==> src/inc/dll_cfg_pkg.sv <==
// Register map, field layout, reset values and timing of the DLL phase controller block
`default_nettype none
package dll_cfg_pkg;

    ////////////////////////////////////////////////////////////////////////////
    // Serial port framing
    localparam int ADDR_W = 7;
    localparam int DATA_W = 8;
    localparam logic [4:0] SPI_ADDR_LAST_BIT = 5'h07;
    localparam logic [4:0] SPI_DATA_LAST_BIT = 5'h0f;
    localparam logic [4:0] SPI_FRAME_BITS    = 5'h10;

    ////////////////////////////////////////////////////////////////////////////
    // Register offsets
    localparam logic [ADDR_W-1:0] CLK_POS_COMMON_MODE_OFFSET = 7'h22;
    localparam logic [ADDR_W-1:0] CLK_NEG_COMMON_MODE_OFFSET = 7'h23;
    localparam logic [ADDR_W-1:0] PHASE_DETECTOR_CONTROL     = 7'h24;
    localparam logic [ADDR_W-1:0] DUTY_CYCLE_CONTROL         = 7'h25;
    localparam logic [ADDR_W-1:0] DELAY_CONTROLLER_MODE      = 7'h26;
    localparam logic [ADDR_W-1:0] DELAY_SEARCH_CONFIG        = 7'h27;
    localparam logic [ADDR_W-1:0] DELAY_VALUE_UPPER          = 7'h28;
    localparam logic [ADDR_W-1:0] DELAY_GUARD_CONFIG         = 7'h29;
    localparam logic [ADDR_W-1:0] DELAY_LOCK_STATUS          = 7'h2a;

    ////////////////////////////////////////////////////////////////////////////
    // Field positions
    localparam int OFFSET_DIR_BIT    = 4;
    localparam int COMPARATOR_BIT    = 5;
    localparam int PHASE_AUTO_BIT    = 4;
    localparam int DUTY_AUTO_BIT     = 7;
    localparam int SLOPE_BIT         = 6;
    localparam int MODE_LSB          = 4;
    localparam int READBACK_BIT      = 3;
    localparam int GAIN_LSB          = 1;
    localparam int ENABLE_BIT        = 0;
    localparam int DELAY_LSB_BIT     = 7;
    localparam int SEARCH_DIR_LSB    = 5;
    localparam int LOST_BIT          = 1;
    localparam int LOCKED_BIT        = 0;

    ////////////////////////////////////////////////////////////////////////////
    // Reset values
    localparam logic [7:0] MODE_REG_RST  = 8'h42;
    localparam logic [7:0] GUARD_REG_RST = 8'h0b;
    localparam logic [7:0] ZERO_RST      = 8'h00;

    ////////////////////////////////////////////////////////////////////////////
    // Delay line limits and loop figures
    localparam logic [8:0] DELAY_MAX       = 9'h1b0;
    localparam logic [4:0] TARGET_PHASE_MAX = 5'h10;
    localparam logic [4:0] LOST_LIMIT      = 5'h04;
    localparam int CLK_MHZ         = 125;
    localparam int SETTLE_NS       = 64;
    localparam int SETTLE_CYCLES   = (SETTLE_NS * CLK_MHZ + 999) / 1000;

    ////////////////////////////////////////////////////////////////////////////
    // Encodings
    typedef enum logic [1:0] {
        MODE_SEARCH_TRACK = 2'b00,
        MODE_SEARCH_ONLY  = 2'b01,
        MODE_TRACK_ONLY   = 2'b10
    } dll_mode_t;

    typedef enum logic [1:0] {
        DIR_DOWN    = 2'b00,
        DIR_UP      = 2'b01,
        DIR_DOWN_UP = 2'b10
    } search_dir_t;

    typedef enum logic [2:0] {
        ST_IDLE   = 3'b000,
        ST_SEARCH = 3'b001,
        ST_TRACK  = 3'b010,
        ST_HOLD   = 3'b011,
        ST_FAIL   = 3'b100
    } dll_state_t;

endpackage
`default_nettype wire

==> src/rtl/dll_phase_controller_config.sv <==
// DLL phase controller configuration, search/track engine and status readback
//
// Notes on behaviour
// - Four-bit offset magnitude per clock input
// - Positive direction bit zero lowers common mode
// - Comparator boost and auto enable bits
// - Duty correction enable at bit seven
// - Slope bit picks lock slope, resets one
// - Mode: search+track, search only, track only
// - Readback bit selects live delay on reads when enabled
// - Tracking gain in bits two to one
// - Enable bit zero, resets disabled
// - Delay LSB bit seven, upper eight next
// - Search direction down, up, down then up
// - Five-bit target phase, maximum sixteen
// - Disabled: setting drives delay, max 432
// - Enabled: setting is search start point
// - Readback shows written or live delay
// - Read-only locked and lost-lock status bits
// - Guard band keeps first search pass off line ends
`timescale 1ns/1ns
`default_nettype none
module dll_phase_controller_config (
    // Clock and reset
    input  wire logic       clk,
    input  wire logic       reset_n,
    // Serial configuration port
    input  wire logic       spi_cs_n,
    input  wire logic       spi_sclk,
    input  wire logic       spi_mosi,
    output logic            spi_miso,
    output logic            spi_miso_oe,
    // Phase detector
    input  wire logic [4:0] phase_measure,
    input  wire logic       phase_slope_pos,
    // Clock input common mode controls
    output logic [3:0]      pos_offset_magnitude,
    output logic            pos_offset_dir,
    output logic [3:0]      neg_offset_magnitude,
    output logic            neg_offset_dir,
    // Analog enables
    output logic            comparator_boost,
    output logic            phase_detect_auto_enable,
    output logic            duty_correction_enable,
    // Delay line and status
    output logic [8:0]      delay_line_value,
    output logic            dll_locked,
    output logic            dll_lock_lost
);

    logic [6:0] reg_addr;
    logic       reg_wr;
    logic [7:0] reg_wdata;
    logic [7:0] reg_rdata;

    spi_reg_port u_spi (
        .clk         (clk),
        .reset_n     (reset_n),
        .spi_cs_n    (spi_cs_n),
        .spi_sclk    (spi_sclk),
        .spi_mosi    (spi_mosi),
        .spi_miso    (spi_miso),
        .spi_miso_oe (spi_miso_oe),
        .reg_addr    (reg_addr),
        .reg_wr      (reg_wr),
        .reg_wdata   (reg_wdata),
        .reg_rdata   (reg_rdata)
    );

    ////////////////////////////////////////////////////////////////////////////
    // Helpers
    function automatic logic [8:0] clamp_delay(input logic [8:0] d);
        clamp_delay = (d > dll_cfg_pkg::DELAY_MAX) ? dll_cfg_pkg::DELAY_MAX : d;
    endfunction

    // Saturating step inside [lo, hi]
    function automatic logic [8:0] step_delay(input logic [8:0] d, input logic up,
                                              input logic [8:0] step,
                                              input logic [8:0] lo, input logic [8:0] hi);
        logic [9:0] sum;
        sum = 10'h000;
        if (up) begin
            sum        = {1'b0, d} + {1'b0, step};
            step_delay = (sum > {1'b0, hi}) ? hi : sum[8:0];
        end else begin
            step_delay = (d < lo + step) ? lo : d - step;
        end
    endfunction

    ////////////////////////////////////////////////////////////////////////////
    // Configuration registers
    logic [4:0] pos_cfg, next_pos_cfg;
    logic [4:0] neg_cfg, next_neg_cfg;
    logic [1:0] pd_cfg, next_pd_cfg;
    logic       duty_cfg, next_duty_cfg;
    logic [7:0] mode_reg, next_mode_reg;
    logic [7:0] search_reg, next_search_reg;
    logic [7:0] upper_reg, next_upper_reg;
    logic [7:0] guard_reg, next_guard_reg;

    always_comb begin
        next_pos_cfg    = pos_cfg;
        next_neg_cfg    = neg_cfg;
        next_pd_cfg     = pd_cfg;
        next_duty_cfg   = duty_cfg;
        next_mode_reg   = mode_reg;
        next_search_reg = search_reg;
        next_upper_reg  = upper_reg;
        next_guard_reg  = guard_reg;
        if (reg_wr) begin
            case (reg_addr)
                dll_cfg_pkg::CLK_POS_COMMON_MODE_OFFSET: next_pos_cfg    = reg_wdata[4:0];
                dll_cfg_pkg::CLK_NEG_COMMON_MODE_OFFSET: next_neg_cfg    = reg_wdata[4:0];
                dll_cfg_pkg::PHASE_DETECTOR_CONTROL: begin
                    next_pd_cfg = {reg_wdata[dll_cfg_pkg::COMPARATOR_BIT],
                                   reg_wdata[dll_cfg_pkg::PHASE_AUTO_BIT]};
                end
                dll_cfg_pkg::DUTY_CYCLE_CONTROL: next_duty_cfg = reg_wdata[dll_cfg_pkg::DUTY_AUTO_BIT];
                dll_cfg_pkg::DELAY_CONTROLLER_MODE: next_mode_reg  = reg_wdata & 8'h7f;
                dll_cfg_pkg::DELAY_SEARCH_CONFIG:   next_search_reg = reg_wdata;
                dll_cfg_pkg::DELAY_VALUE_UPPER:     next_upper_reg  = reg_wdata;
                dll_cfg_pkg::DELAY_GUARD_CONFIG:    next_guard_reg  = reg_wdata;
                default: ;
            endcase
        end
    end

    always_ff @(posedge clk) begin
        if (!reset_n) begin
            pos_cfg    <= 5'h00;
            neg_cfg    <= 5'h00;
            pd_cfg     <= 2'h0;
            duty_cfg   <= 1'b0;
            mode_reg   <= dll_cfg_pkg::MODE_REG_RST;
            search_reg <= dll_cfg_pkg::ZERO_RST;
            upper_reg  <= dll_cfg_pkg::ZERO_RST;
            guard_reg  <= dll_cfg_pkg::GUARD_REG_RST;
        end else begin
            pos_cfg    <= next_pos_cfg;
            neg_cfg    <= next_neg_cfg;
            pd_cfg     <= next_pd_cfg;
            duty_cfg   <= next_duty_cfg;
            mode_reg   <= next_mode_reg;
            search_reg <= next_search_reg;
            upper_reg  <= next_upper_reg;
            guard_reg  <= next_guard_reg;
        end
    end

    ////////////////////////////////////////////////////////////////////////////
    // Field decode
    logic        ctrl_en;
    logic        readback;
    logic        slope_pos;
    logic [1:0]  mode;
    logic [1:0]  gain;
    logic [1:0]  sdir;
    logic [4:0]  target;
    logic [8:0]  delay_setting;
    logic [8:0]  guard;
    logic [8:0]  gain_step;

    always_comb begin
        ctrl_en       = mode_reg[dll_cfg_pkg::ENABLE_BIT];
        readback      = mode_reg[dll_cfg_pkg::READBACK_BIT];
        slope_pos     = mode_reg[dll_cfg_pkg::SLOPE_BIT];
        mode          = mode_reg[dll_cfg_pkg::MODE_LSB +: 2];
        gain          = mode_reg[dll_cfg_pkg::GAIN_LSB +: 2];
        sdir          = search_reg[dll_cfg_pkg::SEARCH_DIR_LSB +: 2];
        // Targets above the maximum would never match; hold them at it
        target        = (search_reg[4:0] > dll_cfg_pkg::TARGET_PHASE_MAX) ?
                        dll_cfg_pkg::TARGET_PHASE_MAX : search_reg[4:0];
        delay_setting = clamp_delay({upper_reg, search_reg[dll_cfg_pkg::DELAY_LSB_BIT]});
        guard         = {4'h0, guard_reg[4:0]};
        gain_step     = 9'h001 << gain;
    end

    ////////////////////////////////////////////////////////////////////////////
    // Search and track engine
    dll_cfg_pkg::dll_state_t state, next_state;
    logic [8:0] delay, next_delay;
    logic [3:0] settle, next_settle;
    logic       locked, next_locked;
    logic       lost, next_lost;
    logic       turned, next_turned;
    logic       guard_on, next_guard_on;
    logic       match;
    logic       going_up;
    logic       at_end;
    logic [8:0] lo;
    logic [8:0] hi;
    logic [4:0] err;
    logic       settled;

    always_comb begin
        match    = (phase_measure == target) && (phase_slope_pos == slope_pos);
        going_up = (sdir == dll_cfg_pkg::DIR_UP) ||
                   (sdir == dll_cfg_pkg::DIR_DOWN_UP && turned);
        lo       = guard_on ? guard : 9'h000;
        hi       = guard_on ? dll_cfg_pkg::DELAY_MAX - guard : dll_cfg_pkg::DELAY_MAX;
        at_end   = going_up ? (delay >= hi) : (delay <= lo);
        err      = (phase_measure > target) ? phase_measure - target : target - phase_measure;
        settled  = (settle == 4'(dll_cfg_pkg::SETTLE_CYCLES - 1));
        next_state    = state;
        next_delay    = delay;
        next_settle   = settled ? 4'h0 : settle + 4'h1;
        next_locked   = locked;
        next_lost     = lost;
        next_turned   = turned;
        next_guard_on = guard_on;
        if (!ctrl_en) begin
            // Disabled: the setting drives the line directly
            next_state  = dll_cfg_pkg::ST_IDLE;
            next_delay  = delay_setting;
            next_settle = 4'h0;
            next_locked = 1'b0;
            next_lost   = 1'b0;
        end else begin
            case (state)
                dll_cfg_pkg::ST_IDLE: begin
                    next_delay    = delay_setting;
                    next_settle   = 4'h0;
                    next_turned   = 1'b0;
                    next_guard_on = 1'b1;
                    next_state    = (mode == dll_cfg_pkg::MODE_TRACK_ONLY) ?
                                    dll_cfg_pkg::ST_TRACK : dll_cfg_pkg::ST_SEARCH;
                end
                dll_cfg_pkg::ST_SEARCH: begin
                    if (settled) begin
                        if (match) begin
                            next_locked = 1'b1;
                            next_state  = (mode == dll_cfg_pkg::MODE_SEARCH_ONLY) ?
                                          dll_cfg_pkg::ST_HOLD : dll_cfg_pkg::ST_TRACK;
                        end else if (!at_end) begin
                            next_delay = step_delay(delay, going_up, 9'h001, lo, hi);
                        end else if (sdir == dll_cfg_pkg::DIR_DOWN_UP && !turned) begin
                            next_turned = 1'b1;
                            next_delay  = delay_setting;
                        end else if (guard_on) begin
                            // Nothing inside the band; retry over the whole line
                            next_guard_on = 1'b0;
                            next_turned   = 1'b0;
                            next_delay    = delay_setting;
                        end else begin
                            next_state = dll_cfg_pkg::ST_FAIL;
                            next_lost  = 1'b1;
                        end
                    end
                end
                dll_cfg_pkg::ST_TRACK: begin
                    if (settled) begin
                        if (match) begin
                            next_locked = 1'b1;
                        end else if (err > dll_cfg_pkg::LOST_LIMIT) begin
                            next_locked = 1'b0;
                            next_lost   = 1'b1;
                            if (mode == dll_cfg_pkg::MODE_SEARCH_TRACK) begin
                                next_state = dll_cfg_pkg::ST_IDLE;
                            end
                        end else begin
                            // Phase rises with delay on a positive slope
                            next_delay = step_delay(delay, (phase_measure < target) == slope_pos,
                                                    gain_step, 9'h000, dll_cfg_pkg::DELAY_MAX);
                        end
                    end
                end
                dll_cfg_pkg::ST_HOLD: ;
                dll_cfg_pkg::ST_FAIL: ;
                default: next_state = dll_cfg_pkg::ST_IDLE;
            endcase
        end
    end

    always_ff @(posedge clk) begin
        if (!reset_n) begin
            state    <= dll_cfg_pkg::ST_IDLE;
            delay    <= 9'h000;
            settle   <= 4'h0;
            locked   <= 1'b0;
            lost     <= 1'b0;
            turned   <= 1'b0;
            guard_on <= 1'b1;
        end else begin
            state    <= next_state;
            delay    <= next_delay;
            settle   <= next_settle;
            locked   <= next_locked;
            lost     <= next_lost;
            turned   <= next_turned;
            guard_on <= next_guard_on;
        end
    end

    ////////////////////////////////////////////////////////////////////////////
    // Read mux; addressed one cycle before the port samples it
    logic [8:0] delay_read;

    always_comb begin
        // Written value, not the clamped one, so software sees what it stored
        delay_read = (readback && ctrl_en) ? delay :
                     {upper_reg, search_reg[dll_cfg_pkg::DELAY_LSB_BIT]};
        case (reg_addr)
            dll_cfg_pkg::CLK_POS_COMMON_MODE_OFFSET: reg_rdata = {3'h0, pos_cfg};
            dll_cfg_pkg::CLK_NEG_COMMON_MODE_OFFSET: reg_rdata = {3'h0, neg_cfg};
            dll_cfg_pkg::PHASE_DETECTOR_CONTROL:     reg_rdata = {2'h0, pd_cfg, 4'h0};
            dll_cfg_pkg::DUTY_CYCLE_CONTROL:         reg_rdata = {duty_cfg, 7'h00};
            dll_cfg_pkg::DELAY_CONTROLLER_MODE:      reg_rdata = mode_reg;
            dll_cfg_pkg::DELAY_SEARCH_CONFIG:        reg_rdata = {delay_read[0], search_reg[6:0]};
            dll_cfg_pkg::DELAY_VALUE_UPPER:          reg_rdata = delay_read[8:1];
            dll_cfg_pkg::DELAY_GUARD_CONFIG:         reg_rdata = guard_reg;
            dll_cfg_pkg::DELAY_LOCK_STATUS:          reg_rdata = {6'h00, lost, locked};
            default:                                 reg_rdata = 8'h00;
        endcase
    end

    ////////////////////////////////////////////////////////////////////////////
    // Outputs, all from flip-flops
    assign pos_offset_magnitude     = pos_cfg[3:0];
    assign pos_offset_dir           = pos_cfg[dll_cfg_pkg::OFFSET_DIR_BIT];
    assign neg_offset_magnitude     = neg_cfg[3:0];
    assign neg_offset_dir           = neg_cfg[dll_cfg_pkg::OFFSET_DIR_BIT];
    assign comparator_boost         = pd_cfg[1];
    assign phase_detect_auto_enable = pd_cfg[0];
    assign duty_correction_enable   = duty_cfg;
    assign delay_line_value         = delay;
    assign dll_locked               = locked;
    assign dll_lock_lost            = lost;

endmodule // dll_phase_controller_config
`default_nettype wire

==> src/rtl/spi_reg_port.sv <==
// Serial configuration port: 16-bit frames, read flag, 7-bit address, 8-bit data
`timescale 1ns/1ns
`default_nettype none
module spi_reg_port (
    // Clock and reset
    input  wire logic                               clk,
    input  wire logic                               reset_n,
    // Serial pins, sampled on clk
    input  wire logic                               spi_cs_n,
    input  wire logic                               spi_sclk,
    input  wire logic                               spi_mosi,
    output logic                                    spi_miso,
    output logic                                    spi_miso_oe,
    // Register side
    output logic [dll_cfg_pkg::ADDR_W-1:0]          reg_addr,
    output logic                                    reg_wr,
    output logic [dll_cfg_pkg::DATA_W-1:0]          reg_wdata,
    input  wire logic [dll_cfg_pkg::DATA_W-1:0]     reg_rdata
);

    logic       sclk_q, next_sclk_q;
    logic [4:0] bit_cnt, next_bit_cnt;
    logic [7:0] rx, next_rx;
    logic [7:0] tx, next_tx;
    logic       is_read, next_is_read;
    logic       load, next_load;
    logic       oe, next_oe;
    logic [dll_cfg_pkg::ADDR_W-1:0] addr, next_addr;
    logic       wr, next_wr;
    logic [7:0] wdata, next_wdata;
    logic       rise;
    logic       fall;

    ////////////////////////////////////////////////////////////////////////////
    // Pins are synchronous, so edges come from one registered copy
    always_comb begin
        rise         = spi_sclk && !sclk_q && !spi_cs_n;
        fall         = !spi_sclk && sclk_q && !spi_cs_n;
        next_sclk_q  = spi_sclk;
        next_bit_cnt = bit_cnt;
        next_rx      = rx;
        next_tx      = tx;
        next_is_read = is_read;
        next_load    = 1'b0;
        next_oe      = oe;
        next_addr    = addr;
        next_wr      = 1'b0;
        next_wdata   = wdata;
        if (spi_cs_n) begin
            next_bit_cnt = 5'h00;
            next_oe      = 1'b0;
        end else begin
            if (rise) begin
                next_rx = {rx[6:0], spi_mosi};
                // Extra clocks past one frame are ignored
                if (bit_cnt != dll_cfg_pkg::SPI_FRAME_BITS) begin
                    next_bit_cnt = bit_cnt + 5'h01;
                end
                if (bit_cnt == dll_cfg_pkg::SPI_ADDR_LAST_BIT) begin
                    next_is_read = rx[6];
                    next_addr    = {rx[5:0], spi_mosi};
                    next_load    = 1'b1;
                end
                if (bit_cnt == dll_cfg_pkg::SPI_DATA_LAST_BIT && !is_read) begin
                    next_wr    = 1'b1;
                    next_wdata = {rx[6:0], spi_mosi};
                end
            end
            // Read data is taken one cycle after the address settles
            if (load) begin
                next_tx = reg_rdata;
                next_oe = is_read;
            end else if (fall && bit_cnt > 5'h08) begin
                next_tx = {tx[6:0], 1'b0};
            end
        end
    end

    always_ff @(posedge clk) begin
        if (!reset_n) begin
            sclk_q  <= 1'b0;
            bit_cnt <= 5'h00;
            rx      <= 8'h00;
            tx      <= 8'h00;
            is_read <= 1'b0;
            load    <= 1'b0;
            oe      <= 1'b0;
            addr    <= 7'h00;
            wr      <= 1'b0;
            wdata   <= 8'h00;
        end else begin
            sclk_q  <= next_sclk_q;
            bit_cnt <= next_bit_cnt;
            rx      <= next_rx;
            tx      <= next_tx;
            is_read <= next_is_read;
            load    <= next_load;
            oe      <= next_oe;
            addr    <= next_addr;
            wr      <= next_wr;
            wdata   <= next_wdata;
        end
    end

    assign spi_miso    = tx[7];
    assign spi_miso_oe = oe;
    assign reg_addr    = addr;
    assign reg_wr      = wr;
    assign reg_wdata   = wdata;

endmodule // spi_reg_port
`default_nettype wire

==> config.mk <==
export PLATFORM = sky130hd
export DESIGN_NAME = dll_phase_controller_config
export DESIGN_NICKNAME = d
export VERILOG_FILES = /design/src/inc/dll_cfg_pkg.sv /design/src/rtl/dll_phase_controller_config.sv /design/src/rtl/spi_reg_port.sv
export SDC_FILE = /design/constraint.sdc
export NUM_CORES = 1
export LEC_CHECK = 0
export ABC_CLOCK_PERIOD_IN_PS = 6900
export BUFFER_PORTS_ARGS = -buffer_cell sky130_fd_sc_hd__buf_2
export CAP_MARGIN = 20
export CORE_UTILIZATION = 35
export CTS_CLUSTER_DIAMETER = 30
export DETAILED_ROUTE_END_ITERATION = 8
export GPL_ROUTABILITY_DRIVEN = 0
export PLACE_DENSITY_LB_ADDON = 0.25
export SYNTH_ARGS = -nofsm -noshare
export SYNTH_HDL_FRONTEND = slang
export SYNTH_SLANG_ARGS = --single-unit
export TNS_END_PERCENT = 10
==> constraint.sdc <==
create_clock -name clk -period 6.9 [get_ports clk]
set_input_delay 0.69 -clock clk [delete_from_list [all_inputs] [get_ports clk]]
set_output_delay 0.69 -clock clk [all_outputs]
set_load 0.01 [all_outputs]
Word level (Yosys, flattened, before mapping) --
Index checks and enable logic that the tools add are counted.
Cells by class: add/subtract/negate cells 10, bitwise logic cells 5, eq/ne operators 46, multiplexer cells 66, reductions and logical operators 45, $lt $le $gt $ge 12, shift-type cells 1
Operators by type and width (number):
- 9-bit 2-to-1 mux | 18
- 8-bit case mux with 9 select lines | 1
- 7-bit by 6-bit equality test with 1-bit output, second input constant | 9
- 3-bit != test, second input constant | 10
- 3-bit 2-to-1 mux | 9
- 9-bit case mux with 3 select lines | 1
- 1-bit 2-to-1 mux | 26
- 2-bit AND reduction | 12
- 2-bit != test, second input constant | 10
- 9-bit AND reduction | 2
- 8-bit 2-to-1 mux | 2
- 5-bit 2-to-1 mux | 3
- 3-bit case mux with 4 select lines | 1
- 6-bit AND reduction | 2
- 9-bit by 1-bit adder with 10-bit output, second input constant | 1
- 9-bit by 9-bit adder with 10-bit output | 1
- 10-bit by 9-bit greater-than comparator with 1-bit output | 1
- 10-bit by 9-bit greater-than comparator with 1-bit output, second input constant | 1
- 1-bit logical AND | 10
- 5-bit != test, second input constant | 2
- 5-bit subtractor | 2
- 9-bit >= comparator | 1
- 9-bit greater-than comparator, second input constant | 1
- 9-bit by 5-bit <= comparator with 1-bit output | 1
- other kinds (39) | 58
Word-level totals: output and inout bits 26, logic and storage cells 210, input bits 11, flip-flop bits (word level) 104

Depth between registers and ports, before layout --
word-level depth 10, depth in mapped cells 17, depth with buffers taken out 15

Cells and area by module --
Synthesis repeated with hierarchy kept, for this count alone.
Unflattened totals: cells, all modules 947, area total of the unflattened synthesis 7528.5 um^2
By module, submodules not included:
- dll_phase_controller_config | instances 1, cells an instance 777, seq. area each 1281.2 um^2, area each 5883.1 um^2
- spi_reg_port | instances 1, cells an instance 170, seq. area each 800.8 um^2, area each 1645.3 um^2

Least setup slack after synthesis --
Ideal clock, no wire load.
path kind reg-to-reg, start point register delay[4] (netlist: delay_line_value[4]), end point register delay[1] (netlist: delay_line_value[1]), cell stages (with the launch flop) 16, required time 6.781 ns, setup slack 2.804 ns, path buffers 2, period minus slack after synthesis 4.096 ns, setup time 0.119 ns, arrival 3.977 ns, cell sequence dfxtp_1 > clkbuf_1 > clkbuf_1 > inv_1 > or2_2 > xnor2_1 > inv_1 > ha_1 > nand4_1 > a21oi_1 > a2111oi_0 > o21ai_1 > a32oi_1 > mux2i_1 > a221o_1 > o221a_1
Between the ends: word-level cells in the longest chain between the ends 9, elaborated cells between the ends (all ways) 25, those cells by class add/sub: 2; order compare: 6; eq/ne: 1; mux: 15; reduce/logical: 1
Ends and longest elaborated chain:
- start, declared | line dll_phase_controller_config.sv:181 | logic [8:0] delay, next_delay;
- start signal, assigned | line dll_phase_controller_config.sv:285 | delay <= next_delay;
- 9-bit by 9-bit adder with 10-bit output or 9-bit by 1-bit adder with 10-bit output (tied branches) | line dll_phase_controller_config.sv:83 | sum = {1'b0, d} + {1'b0, step};
- 10-bit by 9-bit greater-than comparator with 1-bit output | line dll_phase_controller_config.sv:84 | step_delay = (sum > {1'b0, hi}) ? hi : sum[8:0];
- 9-bit 2-to-1 mux | line dll_phase_controller_config.sv:84
- 9-bit 2-to-1 mux | line dll_phase_controller_config.sv:82 | if (up) begin
- 9-bit 2-to-1 mux (on tied branches) | line dll_phase_controller_config.sv:254, dll_phase_controller_config.sv:234
- 9-bit 2-to-1 mux (on tied branches) | line dll_phase_controller_config.sv:252, dll_phase_controller_config.sv:230
- 9-bit 2-to-1 mux (on tied branches) | line dll_phase_controller_config.sv:251, dll_phase_controller_config.sv:229
- 9-bit case mux with 3 select lines | line dll_phase_controller_config.sv:219 | case (state)
- 9-bit 2-to-1 mux | line dll_phase_controller_config.sv:211 | if (!ctrl_en) begin
Parallel ways exist; a longest one is shown, timed or not. The select of a mux whose other input is x is not followed. A chain may end at the register's enable or synchronous reset.

Worst setup path after layout --
start point register delay[2] (netlist: delay_line_value[2]), end point register delay[4] (netlist: delay_line_value[4])
Same word-level chain as after synthesis.

==> metrics.md <==
| Metric | Value |
|---|---|
| Status | complete, no violations |
| Final Hold Viols | 0 |
| CTS clk-pin slew, worst paths | 80 ps |
| Crit path from | delay_line_value[2] |
| Crit Path Category | reg2reg |
| Clock Path Buffers | 2 |
| Die height | 149 um |
| Post-CTS Repair Setup Buffers | 0 |
| # diodes | 0 |
| Pre-CTS setup slack | roughly 2700 ps |
| GRT overflow | 0 |
| Port Buffers | 36 |
| Htree depth | 3 |
| Synth Area per Inst | approximately 7.6 um^2 |
| Fin worst setup slack | between 2000 and 3000 ps |
| Post-Syn Instances | roughly 1000 |
| Slowest cell on crit path | dfxtp_1 |
| Critical path data required time | about 7200 ps |
| Number of global-route vias before repair | roughly 6800 |
| Drt initial violations | 727 |
| CTS Root Cell | clkbuf_16 |
| CP max stage delay | just over 800 ps |
| Fillers | ~2200 |
| Vias per inst | 5.75 |
| Setup Skew | about 9.1 ps |
| Syn_nets | 1059 |
| Combinational share of power | 0.049 |
| Peak supply drop | between 100 and 150 uV |
| TritonCTS Sinks | 104 |
| CP dominant cell by count | nand4_1 |
| Hold buffer count at cts | 0 |
| Slew at the pin with the worst max-slew slack | 957 ps |
| Synth Register Bits | about 100 |
| Yosys cell types | 75 |
| PwrDens | ~150 mW/mm^2 |
| Fin crit share | 0.630 |
| Delay-heaviest family, CP | compound AO/OA/AOI/OAI gates |
| Slew margin rel. | 0.360 |
| Net switching power figure | ~290 uW |
| Fin area | a little over 0.008 mm^2 |
| Cts bufs inserted | 9 |
| Final WL | between 20000 and 25000 um |
| Largest register FFs | 9 |
| Starting Density | 0.358 |
| Worst r2r src | delay_line_value[2] |
| Die width | 149 um |
| Sw frac | 0.243 |
| Via count | about 7300 |
| Placement Cell Area | 0.00795 mm^2 |
| Critical-path maximum fanout | 18 |
| CTS tree | built |
| Initial antenna violation count | 0 |
| Worst hold path type | reg2reg |
| Die area | around 0.022 mm^2 |
| Fin nets | ~1100 |
| Number of I/O pins | 37 |
| Hold Crit Start | settle[0] |
| Syn-to-layout area delta | 8.99% |
| Wire per inst | about 18 um |
| Critical path cell sequence | nand4_1 > or2_2 > xnor2_1 > inv_1 > ha_1 > nand4_1 > a21oi_1 > a2111oi_0 > o21ai_1 > a32oi_1 > mux2i_1 > o2111ai_1 > o211a_1 |
| CP startpoint kind | flop |
| Post-route core utilization | 0.391 |
| RSZ-0062 raised after global routing | no |
| Largest net degree at the start of global routing | 78 |
| Worst skew pair latency | 360 ps |
| Clock power frac | 0.451 |
| Total track usage | 0.213 |
| DRT antenna net count | 0 |
| Sum Neg Setup Slack | 0 ps |
| Highest clock rate | roughly 230 MHz |
| Placeable Area | 0.0212 mm^2 |
| Final std cells w/o fill | ~1300 |
| Global-route wire length before repair | 37300 um |
| Seq/Total Area, Yosys | 0.275 |
| Leakage power | around 3.3 nW |
| CP bufs+invs | 1 |
| DPL Wire Length | between 15000 and 20000 um |
| Tmin final | ~4300 ps |
| Cell Count Post-Placement | between 1000 and 1500 |
| Post-cts sizing count | 0 |
| Synth Flop Type | dfxtp_1 |
| Final Slew Violations | 0 |
| Ys async rst share | 0 |
| Max-Cap Viols | 0 |
| # rows | 53 |
| Layout cells sized above 1 | 0.0790 |
| Netlist Area Pre-Place | 0.00758 mm^2 |
| CP Data Arrival Time | 4600 ps |
| Sequential power share | 0.501 |
| Synth warnings | 0 |
| Crit. End Element | flop |
| P_int | roughly 910 uW |
| DRC | 0 |
| Number of flops mapped to enable cells by yosys | 0 |
| Drt first pass iters | 5 |
| Final setup vio count | 0 |
-- synthesized netlist by cell type, types with 8 or more instances --
cell	number	area [um^2]
clkbuf_1	55	206
nor3_1	19	95.1
ha_1	48	601
nor2_1	97	364
mux2i_1	46	460
nand4_1	16	100
a21oi_1	84	420
a211oi_1	23	173
nor2b_1	8	50.1
nand3_1	53	265
nor3b_1	11	82.6
inv_1	42	158
nand2b_1	20	125
dfxtp_1	104	2080
a21o_1	9	67.6
a31oi_1	11	68.8
xor2_1	10	87.6
nand2_1	131	492
xnor2_1	23	201
o21ai_0	30	150
-- power groups by stage --
stage	Sequential (mW)	Clock [mW]	Combinational [mW]
after floorplan	0.616	0	0.0436
after global placement	0.616	0	0.0580
after detailed placement	0.616	0	0.0580
after CTS	0.602	0.553	0.0584
after global routing	0.602	0.577	0.0640
final	0.602	0.542	0.0585
-- cells in the final DEF, fill, tap and decap left out, types with 11 or more instances in the layout --
cell type and instances:
nand2_1 131, o21ai_0 30, xnor2_1 23, mux2i_1 46, ha_1 48, a31oi_1 11
buf_2 36, dfxtp_1 104, nor3_1 19, nor2_1 97, inv_1 42, nand3_1 53
a21oi_1 84, nor3b_1 11, buf_4 12, nand2b_1 20, a211oi_1 23, nand4_1 16
-- through the flow --
step	power, mW	hold slack [ps]
3_5_place_dp	0.674	448
6_report	1.20	454
3_3_place_gp	0.674	430
4_1_cts	1.21	458
2_1_floorplan	0.659	418
5_1_grt	1.24	483
-- layer usage --
metal	track usage	wire length (um)	vias up
met2	0.345	10700	241
met1	0.288	10700	3449
li1	-	-	3608
met5	0	0	-
met4	0.0699	550	0
met3	0.0333	1400	37
-- logic make-up (layout without fill, tap and decap cells) --
kind of cell,Yosys count,in the layout,share of synthesized area
compound gates,252,252,0.225
fa+ha+maj,52,52,0.0898
xor+xnor,33,33,0.0381
flops,104,104,0.275
simple gates,402,402,0.254
mux,49,49,0.0652
buf+inv,104,108,0.0531
-- area by class of cell --
cell class / count / area (um^2) / share of cell area
sequential: 104 / 2080 / 0.252
clock inverter: 6 / 76.3 / 0.00923
clock buffer: 10 / 229 / 0.0277
timing repair buffer: 48 / 270 / 0.0327
inverter: 44 / 165 / 0.0200
multi-input combinational: 788 / 5100 / 0.617
tap: 275 / 344 / 0.0416
-- worst reg2reg max path, stage by stage (launching register included) --
cell	delay (ps)
dfxtp_1	820
nand4_1	220
or2_2	330
xnor2_1	180
inv_1	70
ha_1	320
nand4_1	120
a21oi_1	50
a2111oi_0	530
o21ai_1	300
a32oi_1	540
mux2i_1	390
o2111ai_1	140
o211a_1	220
-- worst paths after layout --
path / slack [ps] / cells after the start / end
min reg2reg: 450 / 1 / settle[0]
max: 2560 / 13 / delay_line_value[4]
min: 450 / 1 / settle[0]
max reg2reg: 2560 / 13 / delay_line_value[4]
(Power assumes the default switching activity.)
